File: config.mk
export PLATFORM = sky130hd
export DESIGN_NAME = tct_timer
export DESIGN_NICKNAME = d
export VERILOG_FILES = /design/src/tct_pkg.sv /design/src/tct_timer.sv
export VERILOG_INCLUDE_DIRS = /design/src
export SDC_FILE = /design/constraint.sdc
export NUM_CORES = 1
export LEC_CHECK = 0
export BUFFER_PORTS_ARGS = -buffer_cell sky130_fd_sc_hd__buf_2
export CAP_MARGIN = 30
export CORE_MARGIN = 10
export CORE_UTILIZATION = 40
export CTS_CLUSTER_SIZE = 40
export DETAILED_ROUTE_END_ITERATION = 6
export PLACE_DENSITY = 0.66
export SLEW_MARGIN = 5
export SYNTH_ARGS = -nofsm -noshare
export SYNTH_HDL_FRONTEND = slang
export SYNTH_SLANG_ARGS = --single-unit
File: constraint.sdc
create_clock -name clock -period 3.1 [get_ports clock]
set_input_delay 0.775 -clock clock [delete_from_list [all_inputs] [get_ports clock]]
set_output_delay 0.775 -clock clock [all_outputs]
set_load 0.01 [all_outputs]
File: src/tct_cfg.svh
`ifndef TCT_CFG_SVH
`define TCT_CFG_SVH

// ----------------------------------------
// Widths and reset values
// ----------------------------------------
`define TCT_WIDTH 8
`define TCT_PRESCALE_WIDTH 7
`define TCT_COUNT_RESET 8'h00
`define TCT_CONST_RESET 8'hFF
`define TCT_COUNT_MAX 8'hFF

// ----------------------------------------
// Field codes
// ----------------------------------------
`define TCT_CLR_NONE 2'h0
`define TCT_CLR_MATCH_A 2'h1
`define TCT_CLR_MATCH_B 2'h2
`define TCT_CLR_RESET_PIN 2'h3
`define TCT_TRG_NONE 2'h0
`define TCT_TRG_RISE 2'h1
`define TCT_TRG_FALL 2'h2
`define TCT_TRG_BOTH 2'h3
`define TCT_OUT_KEEP 2'h0
`define TCT_OUT_LOW 2'h1
`define TCT_OUT_HIGH 2'h2
`define TCT_OUT_TOGGLE 2'h3
`endif

File: src/tct_pkg.sv
package tct_pkg;
  typedef enum logic [1:0] {TCT_IDLE, TCT_RUN} tct_run_type;

  typedef struct packed {
    tct_run_type run;
    logic [7:0] count;
    logic [6:0] prescale;
    logic [1:0] trig_sync;
    logic trig_last;
    logic [1:0] rst_sync;
    logic rst_last;
    logic [1:0] ext_sync;
    logic ext_last;
    logic flag_a;
    logic flag_b;
    logic flag_ovf;
    logic out_pin;
  } tct_state_type;
endpackage : tct_pkg

File: src/tct_timer.sv
`timescale 1ns/1ns
`include "tct_cfg.svh"

module tct_timer (
  input wire logic clock,
  input wire logic rst_n,
  input wire logic timer_module_stop_bit,
  input wire logic [2:0] clock_select_field,
  input wire logic internal_clock_select_ext,
  input wire logic [1:0] clear_select,
  input wire logic trigger_enable_bit,
  input wire logic [1:0] trigger_edge_select,
  input wire logic [1:0] output_select_a,
  input wire logic [1:0] output_select_b,
  input wire logic compare_a_irq_enable,
  input wire logic compare_b_irq_enable,
  input wire logic overflow_irq_enable,
  input wire logic [7:0] compare_constant_a,
  input wire logic [7:0] compare_constant_b,
  input wire logic counter_write,
  input wire logic [7:0] counter_write_data,
  input wire logic clear_compare_a_flag,
  input wire logic clear_compare_b_flag,
  input wire logic clear_overflow_flag,
  input wire logic trigger_in_pin,
  input wire logic counter_reset_pin,
  input wire logic external_count_clock_pin,
  output logic [7:0] timer_counter,
  output logic compare_a_flag,
  output logic compare_b_flag,
  output logic overflow_flag,
  output logic compare_a_irq,
  output logic compare_b_irq,
  output logic overflow_irq,
  output logic timer_output_pin,
  output logic counting
);

  tct_pkg::tct_state_type state_reg;
  tct_pkg::tct_state_type state_next;

  // ----------------------------------------
  // Helpers
  // ----------------------------------------
  function automatic logic edge_ok(input logic [1:0] sel, input logic prev, input logic cur);
    logic rise;
    logic fall;
    rise = cur & ~prev;
    fall = prev & ~cur;
    unique case (sel)
      `TCT_TRG_RISE: edge_ok = rise;
      `TCT_TRG_FALL: edge_ok = fall;
      `TCT_TRG_BOTH: edge_ok = rise | fall;
      default: edge_ok = 1'b0;
    endcase
  endfunction : edge_ok

  function automatic logic out_apply(input logic [1:0] sel, input logic cur);
    unique case (sel)
      `TCT_OUT_LOW: out_apply = 1'b0;
      `TCT_OUT_HIGH: out_apply = 1'b1;
      `TCT_OUT_TOGGLE: out_apply = ~cur;
      default: out_apply = cur;
    endcase
  endfunction : out_apply

  // ----------------------------------------
  // Count tick selection
  // ----------------------------------------
  logic tick;
  logic clk_selected;
  logic [6:0] pre_inc;
  logic ext_edge;

  assign pre_inc = state_reg.prescale + 7'h01;
  // External edge: codes 5 rising, 6 falling, 7 both, so the low two bits are already the edge code
  assign ext_edge = edge_ok(clock_select_field[1:0], state_reg.ext_last, state_reg.ext_sync[1]);

  always_comb begin
    tick = 1'b0;
    clk_selected = 1'b1;
    // Internal ratios: {field,ext} picks /4../128; prescaler rolls so each ratio is a one-cycle enable
    unique case (clock_select_field)
      3'h1: tick = internal_clock_select_ext ? (pre_inc[2:0] == 3'h0) : (pre_inc[1:0] == 2'h0);
      3'h2: tick = internal_clock_select_ext ? (pre_inc[4:0] == 5'h00) : (pre_inc[3:0] == 4'h0);
      3'h3: tick = internal_clock_select_ext ? (pre_inc[6:0] == 7'h00) : (pre_inc[5:0] == 6'h00);
      3'h5, 3'h6, 3'h7: tick = ext_edge;
      default: clk_selected = 1'b0;
    endcase
    if (timer_module_stop_bit) begin
      tick = 1'b0;
      clk_selected = 1'b0;
    end
  end

  // ----------------------------------------
  // Next state
  // ----------------------------------------
  logic match_a;
  logic match_b;
  logic ovf;
  logic rst_rise;
  logic clear_now;
  logic trig_edge;
  logic step;
  logic [7:0] cnt_inc;

  assign cnt_inc = state_reg.count + 8'h01;

  always_comb begin
    state_next = state_reg;
    state_next.trig_sync = {state_reg.trig_sync[0], trigger_in_pin};
    state_next.trig_last = state_reg.trig_sync[1];
    state_next.rst_sync = {state_reg.rst_sync[0], counter_reset_pin};
    state_next.rst_last = state_reg.rst_sync[1];
    state_next.ext_sync = {state_reg.ext_sync[0], external_count_clock_pin};
    state_next.ext_last = state_reg.ext_sync[1];
    state_next.prescale = timer_module_stop_bit ? 7'h00 : pre_inc;

    match_a = (state_reg.count == compare_constant_a);
    match_b = (state_reg.count == compare_constant_b);
    rst_rise = state_reg.rst_sync[1] & ~state_reg.rst_last;
    trig_edge = edge_ok(trigger_edge_select, state_reg.trig_last, state_reg.trig_sync[1]);
    step = (state_reg.run == tct_pkg::TCT_RUN) && tick;
    // Matches are taken once per count tick so a held value does not refire
    ovf = 1'b0;
    clear_now = 1'b0;
    if (step) begin
      ovf = (state_reg.count == `TCT_COUNT_MAX);
      state_next.count = cnt_inc;
      if (match_a) begin
        state_next.flag_a = 1'b1;
        state_next.out_pin = out_apply(output_select_a, state_reg.out_pin);
      end
      if (match_b) begin
        state_next.flag_b = 1'b1;
        state_next.out_pin = out_apply(output_select_b, out_apply(output_select_a & {2{match_a}},
                                                                   state_reg.out_pin));
      end
      if (ovf) begin
        state_next.flag_ovf = 1'b1;
      end
      unique case (clear_select)
        `TCT_CLR_MATCH_A: clear_now = match_a;
        `TCT_CLR_MATCH_B: clear_now = match_b;
        `TCT_CLR_RESET_PIN: clear_now = 1'b0;
        default: clear_now = ovf;
      endcase
    end
    if (clear_select == `TCT_CLR_RESET_PIN && rst_rise) begin
      clear_now = 1'b1;
    end
    if (clear_now) begin
      state_next.count = `TCT_COUNT_RESET;
    end

    // Run control: delay to first match and pulse width both come from the constants
    unique case (state_reg.run)
      tct_pkg::TCT_IDLE: begin
        if (!trigger_enable_bit && clk_selected) begin
          state_next.run = tct_pkg::TCT_RUN;
        end else if (trigger_enable_bit && clk_selected && trig_edge) begin
          state_next.run = tct_pkg::TCT_RUN;
        end
      end
      tct_pkg::TCT_RUN: begin
        if (!clk_selected) begin
          state_next.run = tct_pkg::TCT_IDLE;
        end else if (trigger_enable_bit && clear_now) begin
          state_next.run = tct_pkg::TCT_IDLE;
        end
      end
    endcase

    if (counter_write) begin
      state_next.count = counter_write_data;
    end
    // Hardware set wins over a software clear in the same cycle
    if (clear_compare_a_flag && !(step && match_a)) begin
      state_next.flag_a = 1'b0;
    end
    if (clear_compare_b_flag && !(step && match_b)) begin
      state_next.flag_b = 1'b0;
    end
    if (clear_overflow_flag && !ovf) begin
      state_next.flag_ovf = 1'b0;
    end
  end

  always_ff @(posedge clock) begin
    if (!rst_n) begin
      state_reg <= '0;
      state_reg.run <= tct_pkg::TCT_IDLE;
      state_reg.count <= `TCT_COUNT_RESET;
    end else begin
      state_reg <= state_next;
    end
  end

  // ----------------------------------------
  // Outputs
  // ----------------------------------------
  assign timer_counter = state_reg.count;
  assign compare_a_flag = state_reg.flag_a;
  assign compare_b_flag = state_reg.flag_b;
  assign overflow_flag = state_reg.flag_ovf;
  assign compare_a_irq = state_reg.flag_a & compare_a_irq_enable;
  assign compare_b_irq = state_reg.flag_b & compare_b_irq_enable;
  assign overflow_irq = state_reg.flag_ovf & overflow_irq_enable;
  assign timer_output_pin = state_reg.out_pin;
  assign counting = (state_reg.run == tct_pkg::TCT_RUN);
endmodule : tct_timer
# Yosys cells after proc, flatten, opt, wreduce, memory -nomap -nowiden
# Index checks and enable logic that the tools add are counted.
[word_totals] out_inout_bits=16 ram_bits=0 mem_bits_ro=0 latchBits=0 in_bits=50 wordCells=128 register_bits=30 memories=0
[op_classes] n_reduce_logical=36 mux=28 eq_ne=30 add_sub_neg=2 div=0 n_shift=0 magnitude_cmp=0 mul=0 bitwise=19
[ops] operator="equality test 2 bit (second input constant)" n=12
[ops] operator="2-to-1 mux 8 bit" n=3
[ops] operator="one-hot mux 1 bit (3 select lines)" n=6
[ops] operator="equality test 8 bit" n=2
[ops] operator="equality test 2 x 1 -> 1 bit (second input constant)" n=7
[ops] operator="2-to-1 mux 1 bit" n=13
[ops] operator="logical AND 1 bit" n=11
[ops] operator="equality test 3 bit (second input constant)" n=3
[ops] operator="adder 8 x 1 -> 8 bit (second input constant)" n=1
[ops] operator="AND 1 bit" n=8
[ops] operator="equality test 8 bit (second input constant)" n=1
[ops] operator="2-to-1 mux 2 bit" n=4
[ops] operator="inverter 1 bit" n=8
[ops] operator="AND reduction 2 bit" n=4
[ops] operator="OR reduction 2 bit" n=4
[ops] operator="adder 7 x 1 -> 7 bit (second input constant)" n=1
[ops] operator="logical NOT 7 bit" n=1
[ops] operator="equality test 3 x 2 -> 1 bit (second input constant)" n=2
[ops] operator="logical NOT 6 bit" n=1
[ops] operator="OR reduction 6 bit" n=1
[ops] operator="logical NOT 5 bit" n=1
[ops] operator="logical NOT 1 bit" n=4
[ops] operator="logical NOT 2 bit" n=2
[ops] operator="logical NOT 4 bit" n=1
[ops] operator="13 further kinds" n=14

# Longest topological paths before layout
[logic_depth] ltp_word=13 ltp_mapped=9 ltp_nobuf=8

# Worst setup path after synthesis
# No wires, ideal clock.
[synth_timing] path_type="register -> register" start="reg state_reg[13] (netlist bit)" end="reg state_reg, in the netlist timer_counter[7]" period_less_slack_ns=2.324 path_buffers=0 setup_slack_ns=0.776 arrival_time_ns=2.233 setup_ns=0.091 t_required_ns=3.009 stages_incl_launch_ff=9 cell_sequence="dfxtp_1 > ha_1 > ha_1 > nor2b_1 > and4_1 > o2111ai_2 > o31ai_4 > mux2_1 > a311oi_1"
[synth_via] elab_chain_cells=10 elab_cells_between_ends=18 cone_classes="1 x add/sub; 9 x mux; 8 x reduce/logical"
[synth_lines] element="start: declaration" line_no="tct_timer.sv:39" source="tct_pkg::tct_state_type state_reg;"
[synth_lines] element="start signal: assignment" line_no="tct_timer.sv:196" source="state_reg <= state_next;"
[synth_lines] element="adder 7 x 1 -> 7 bit (*)" line_no="tct_timer.sv:75" source="assign pre_inc = state_reg.prescale + 7'h01;"
[synth_lines] element="named net pre_inc[2]" line_no="tct_timer.sv:72" source="logic [6:0] pre_inc;"
[synth_lines] element="logical NOT 7 bit (tied with other cells)" line_no="tct_timer.sv:86" source="3'h3: tick = internal_clock_select_ext ? (pre_inc[6:0] == 7'h00) : (pre_inc[5:0] == 6'h00);"
[synth_lines] element="2-to-1 mux 1 bit, on equally long branches" line_no="tct_timer.sv:86, tct_timer.sv:84, tct_timer.sv:85"
[synth_lines] element="one-hot mux 1 bit (4 select lines) (*)" line_no="tct_timer.sv:83" source="unique case (clock_select_field)"
[synth_lines] element="2-to-1 mux 1 bit (*)" line_no="tct_timer.sv:90" source="if (timer_module_stop_bit) begin"
[synth_lines] element="logical AND 1 bit (*)" line_no="tct_timer.sv:124" source="step = (state_reg.run == tct_pkg::TCT_RUN) && tick;"
[synth_lines] element="2-to-1 mux 1 bit" line_no="tct_timer.sv:128" source="if (step) begin"
[synth_lines] element="2-to-1 mux 1 bit" line_no="tct_timer.sv:150" source="if (clear_select == `TCT_CLR_RESET_PIN && rst_rise) begin"
[synth_lines] element="2-to-1 mux 8 bit" line_no="tct_timer.sv:153" source="if (clear_now) begin"
[synth_lines] element="2-to-1 mux 8 bit" line_no="tct_timer.sv:175" source="if (counter_write) begin"
# Mark *: on every way through the listed nets, which the timed path passes. The rest lies on a longest branch.
# A chain may end at the register's enable or synchronous reset.

# Worst setup path after layout
# Ends and elaborated chain as after synthesis.

==> results by group <==
Yosys
  – Synth top area share: 0.2902
  – Ys async rst share: 0
  – Adder-Cell Fraction of Synth Area: 0.04378
  – Most common cell in the synthesized netlist: dfxtp_1
  – Seq/Total Area, Yosys: 0.2902
  – Post-Syn Nets: a little under 300
  – Yosys warns: 0
  – Main synth FF type: dfxtp_1
  – Synthesized instance count: between 200 and 250
  – Compound-Gate Fraction of Synth Area: 0.1976
  – Post-Synth Simple-Gate Area: 0.2695
  – Top cells by area, synth: dfxtp_1 (29%), and2_1 (5.3%), xnor2_1 (4.8%), ha_1 (4.4%), xor2_1 (4.4%)
  – Post-synth EDFFs: 0
  – Top cells by count, synth: dfxtp_1 (29), and2_1 (17), nand2_1 (17), nor2_1 (15), inv_1 (14)
  – #FFs+latches synth: 29
  – Syn Std Cell Area: approximately 0.0020 mm²
  – Mean Syn Cell Area: 8.336 µm²
  – Yosys top cell by area: dfxtp_1
  – Multiplexer share of the synthesized area: 0.02064
  – Largest family of logic cells by synthesized area: simple AND/OR/NAND/NOR gates
  – XOR/XNOR Fraction of Synth Area: 0.09193
  – Library cells used by synthesis: 52

Clock tree
  – # resized after CTS: 0
  – TritonCTS Buffers: 5
  – CTS tree: built
  – Clock root buffer master: clkbuf_8
  – H-tree Lvls: 2
  – Clk pin slew, worst setup/hold paths: 0.07 ns
  – CTS sink count: 29
  – Later-pin clock latency in the skew report: 0.29 ns
  – Clock tree buffer depth: 2
  – Hold_buf cts: 0
  – # Post-CTS Setup Buffers: 0

Power and ir drop
  – Sw frac: 0.2513
  – Clock share of power: 0.429
  – Leak: 1.043 nW
  – Pwr Density: 395.9 mW/mm²
  – Worst VDD drop: 0.2414 mV
  – Switching power: 240.5 µW
  – Combinational group share of total power: 0.146
  – Internal power: 716.5 µW
  – Reg power frac: 0.425

Die
  – Die Y: 90.72 µm
  – Total Die Area: between 0.008 and 0.009 mm²
  – Row Count: 25
  – I/O pin count: 66
  – Starting Density: 0.4180
  – Die Wd: about 90 µm
  – Std-Cell Core Area: 0.004786 mm²

Setup path
  – Most used cell, CP: ha_1
  – Top Family by Delay on Critical Path: compound AO/OA/AOI/OAI gates
  – Critical path type: reg2reg
  – CP Cell Sequence: ha_1 > ha_1 > nor2b_1 > and4_1 > o2111ai_2 > o31ai_4 > mux2_1 > a311oi_1
  – Worst setup SP type: flop
  – Max FO, Critical Path: 8
  – CP endpoint kind: flop
  – CP required: around 3.3 ns
  – Crit path largest cell delay: 0.45 ns
  – Buffers & Inverters on Critical Path: 0
  – Arr. time, crit path: 2.73 ns
  – Highest-delay cell along the critical path: o31ai_4

STA
  – Max Clk Rate: 395.3 MHz
  – Setup TNS Final: 0 ns
  – Final hold violations: 0
  – Worst Tran Pin Value: between 0.3 and 0.4 ns
  – Unrepaired setup endpoints after global routing: false
  – Slew margin rel.: 0.7375
  – Final Max Tran Viols: 0
  – Setup WS post-layout: around 0.57 ns
  – Period utilization: 0.8161
  – Final setup fails: 0
  – Post-route minimum period: 2.530 ns
  – Post-route clock skew: 0.01080 ns

Hold path
  – HP Class: reg2reg

Layout
  – Fraction of layout cells with a size suffix above 1: 0.2896
  – Fillers: 474
  – Layout Area Growth over Synthesis: 20.83%
  – ANT cells: 0
  – Max reg flops: 11
  – Area occupied by multi-input gates: about 0.0012 mm²
  – Net count, final: 353
  – Sequential cell area: 580.6 µm²

Placement
  – DP Worst Slack: 0.5441 ns
  – Placer Congestion: approximately 0.84
  – Number of port buffers: 65
  – Hpwl dp: around 4.2 mm

Run status
  – Status: finished clean

GRT
  – First-pass GRT wire length: 8.652 mm
  – Total Routing Usage GR: 0.1243
  – Pin count of the biggest net entering global routing: 24
  – Overflow after GRT: 0
  – Initial antenna violation count: 0
  – Vias in the first global route: 1832

Route
  – Post-route DRC violation count: 0
  – Detail Route Antenna Nets: 0
  – Vias: roughly 1900
  – Initial drt markers: 143
  – Wire per inst: 14.42 µm
  – Avg Vias per Cell: between 5 and 6
  – Pre-Repair DR Iteration Count: 4
  – WL final: around 5.3 mm

Flow run
  – Max-capacitance violation count: 0
-- placed cells by master (no fill, tap or decap), types with 6 or more instances in the layout --
cell type  instances
a21oi_1           10
nand4_1            6
dfxtp_1           29
buf_2             65
inv_1             14
xor2_1            10
and2_1            17
o21ai_0            7
clkbuf_8           6
nand2_1           17
nand3_1           12
ha_1               7
nor2_1            15
xnor2_1           11
-- power by group through the flow --
stage | registers, mW | clock network (mW) | logic (mW)
CTS | 0.407 | 0.417 | 0.141
floorplan | 0.407 | 0 | 0.0954
global route | 0.409 | 0.431 | 0.158
global placement | 0.415 | 0 | 0.139
detailed placement | 0.415 | 0 | 0.140
finish | 0.407 | 0.410 | 0.140
-- cells by family after synthesis --
kind of cell | count (synthesis)
compound gates | 50
xor+xnor | 21
fa+ha+maj | 7
buf+inv | 31
flops | 29
mux | 4
simple gates | 98
-- metrics by stage --
stage	cell area [µm²]	hold slack (ns)	cells	util	total power [mW]
2_1_floorplan	2001	0.4119	240	-	0.5027
3_3_place_gp	2297	0.4133	356	0.4800	0.5539
3_5_place_dp	2297	0.4187	356	0.4800	0.5557
4_1_cts	2417	0.4324	364	0.5051	0.9652
5_1_grt	2417	0.4418	364	0.5051	0.9985
6_report	2417	0.4303	364	0.5051	0.9571
-- cell type report --
class / count / share of cell area
Clock buffer: 6 / 0.03416
Clock inverter: 2 / 0.01553
Inverter: 14 / 0.02174
Multi-Input combinational cell: 180 / 0.5160
Sequential cell: 29 / 0.2402
Tap cell: 67 / 0.03468
Timing Repair Buffer: 66 / 0.1377
-- worst reg2reg max path, cell delays in order, from the launching register on --
cell	delay [ns]
dfxtp_1	0.37
ha_1	0.27
ha_1	0.27
nor2b_1	0.12
and4_1	0.21
o2111ai_2	0.17
o31ai_4	0.45
mux2_1	0.36
a311oi_1	0.23
-- path summary, 6_finish.rpt --
path | start | to | slack (ns) | depth (start not counted)
hold reg to reg | state_next[9] | state_next[7] | 0.43 | 1
setup / recovery | state_reg[13] | timer_counter[7] | 0.57 | 8
hold / removal | state_next[9] | state_next[7] | 0.43 | 1
setup reg to reg | state_reg[13] | timer_counter[7] | 0.57 | 8
-- layer usage --
metal / vias up / wire length [µm] / track usage / share of wire
li1: 957 / - / - / -
met1: 852 / 2428 / 0.1498 / 0.46
met2: 40 / 2482 / 0.2043 / 0.47
met3: 7 / 282 / 0.04073 / 0.054
met4: 0 / 58 / 0.03581 / 0.011
met5: - / 0 / 0 / 0
No activity file was read; power rests on OpenSTA's default activity.
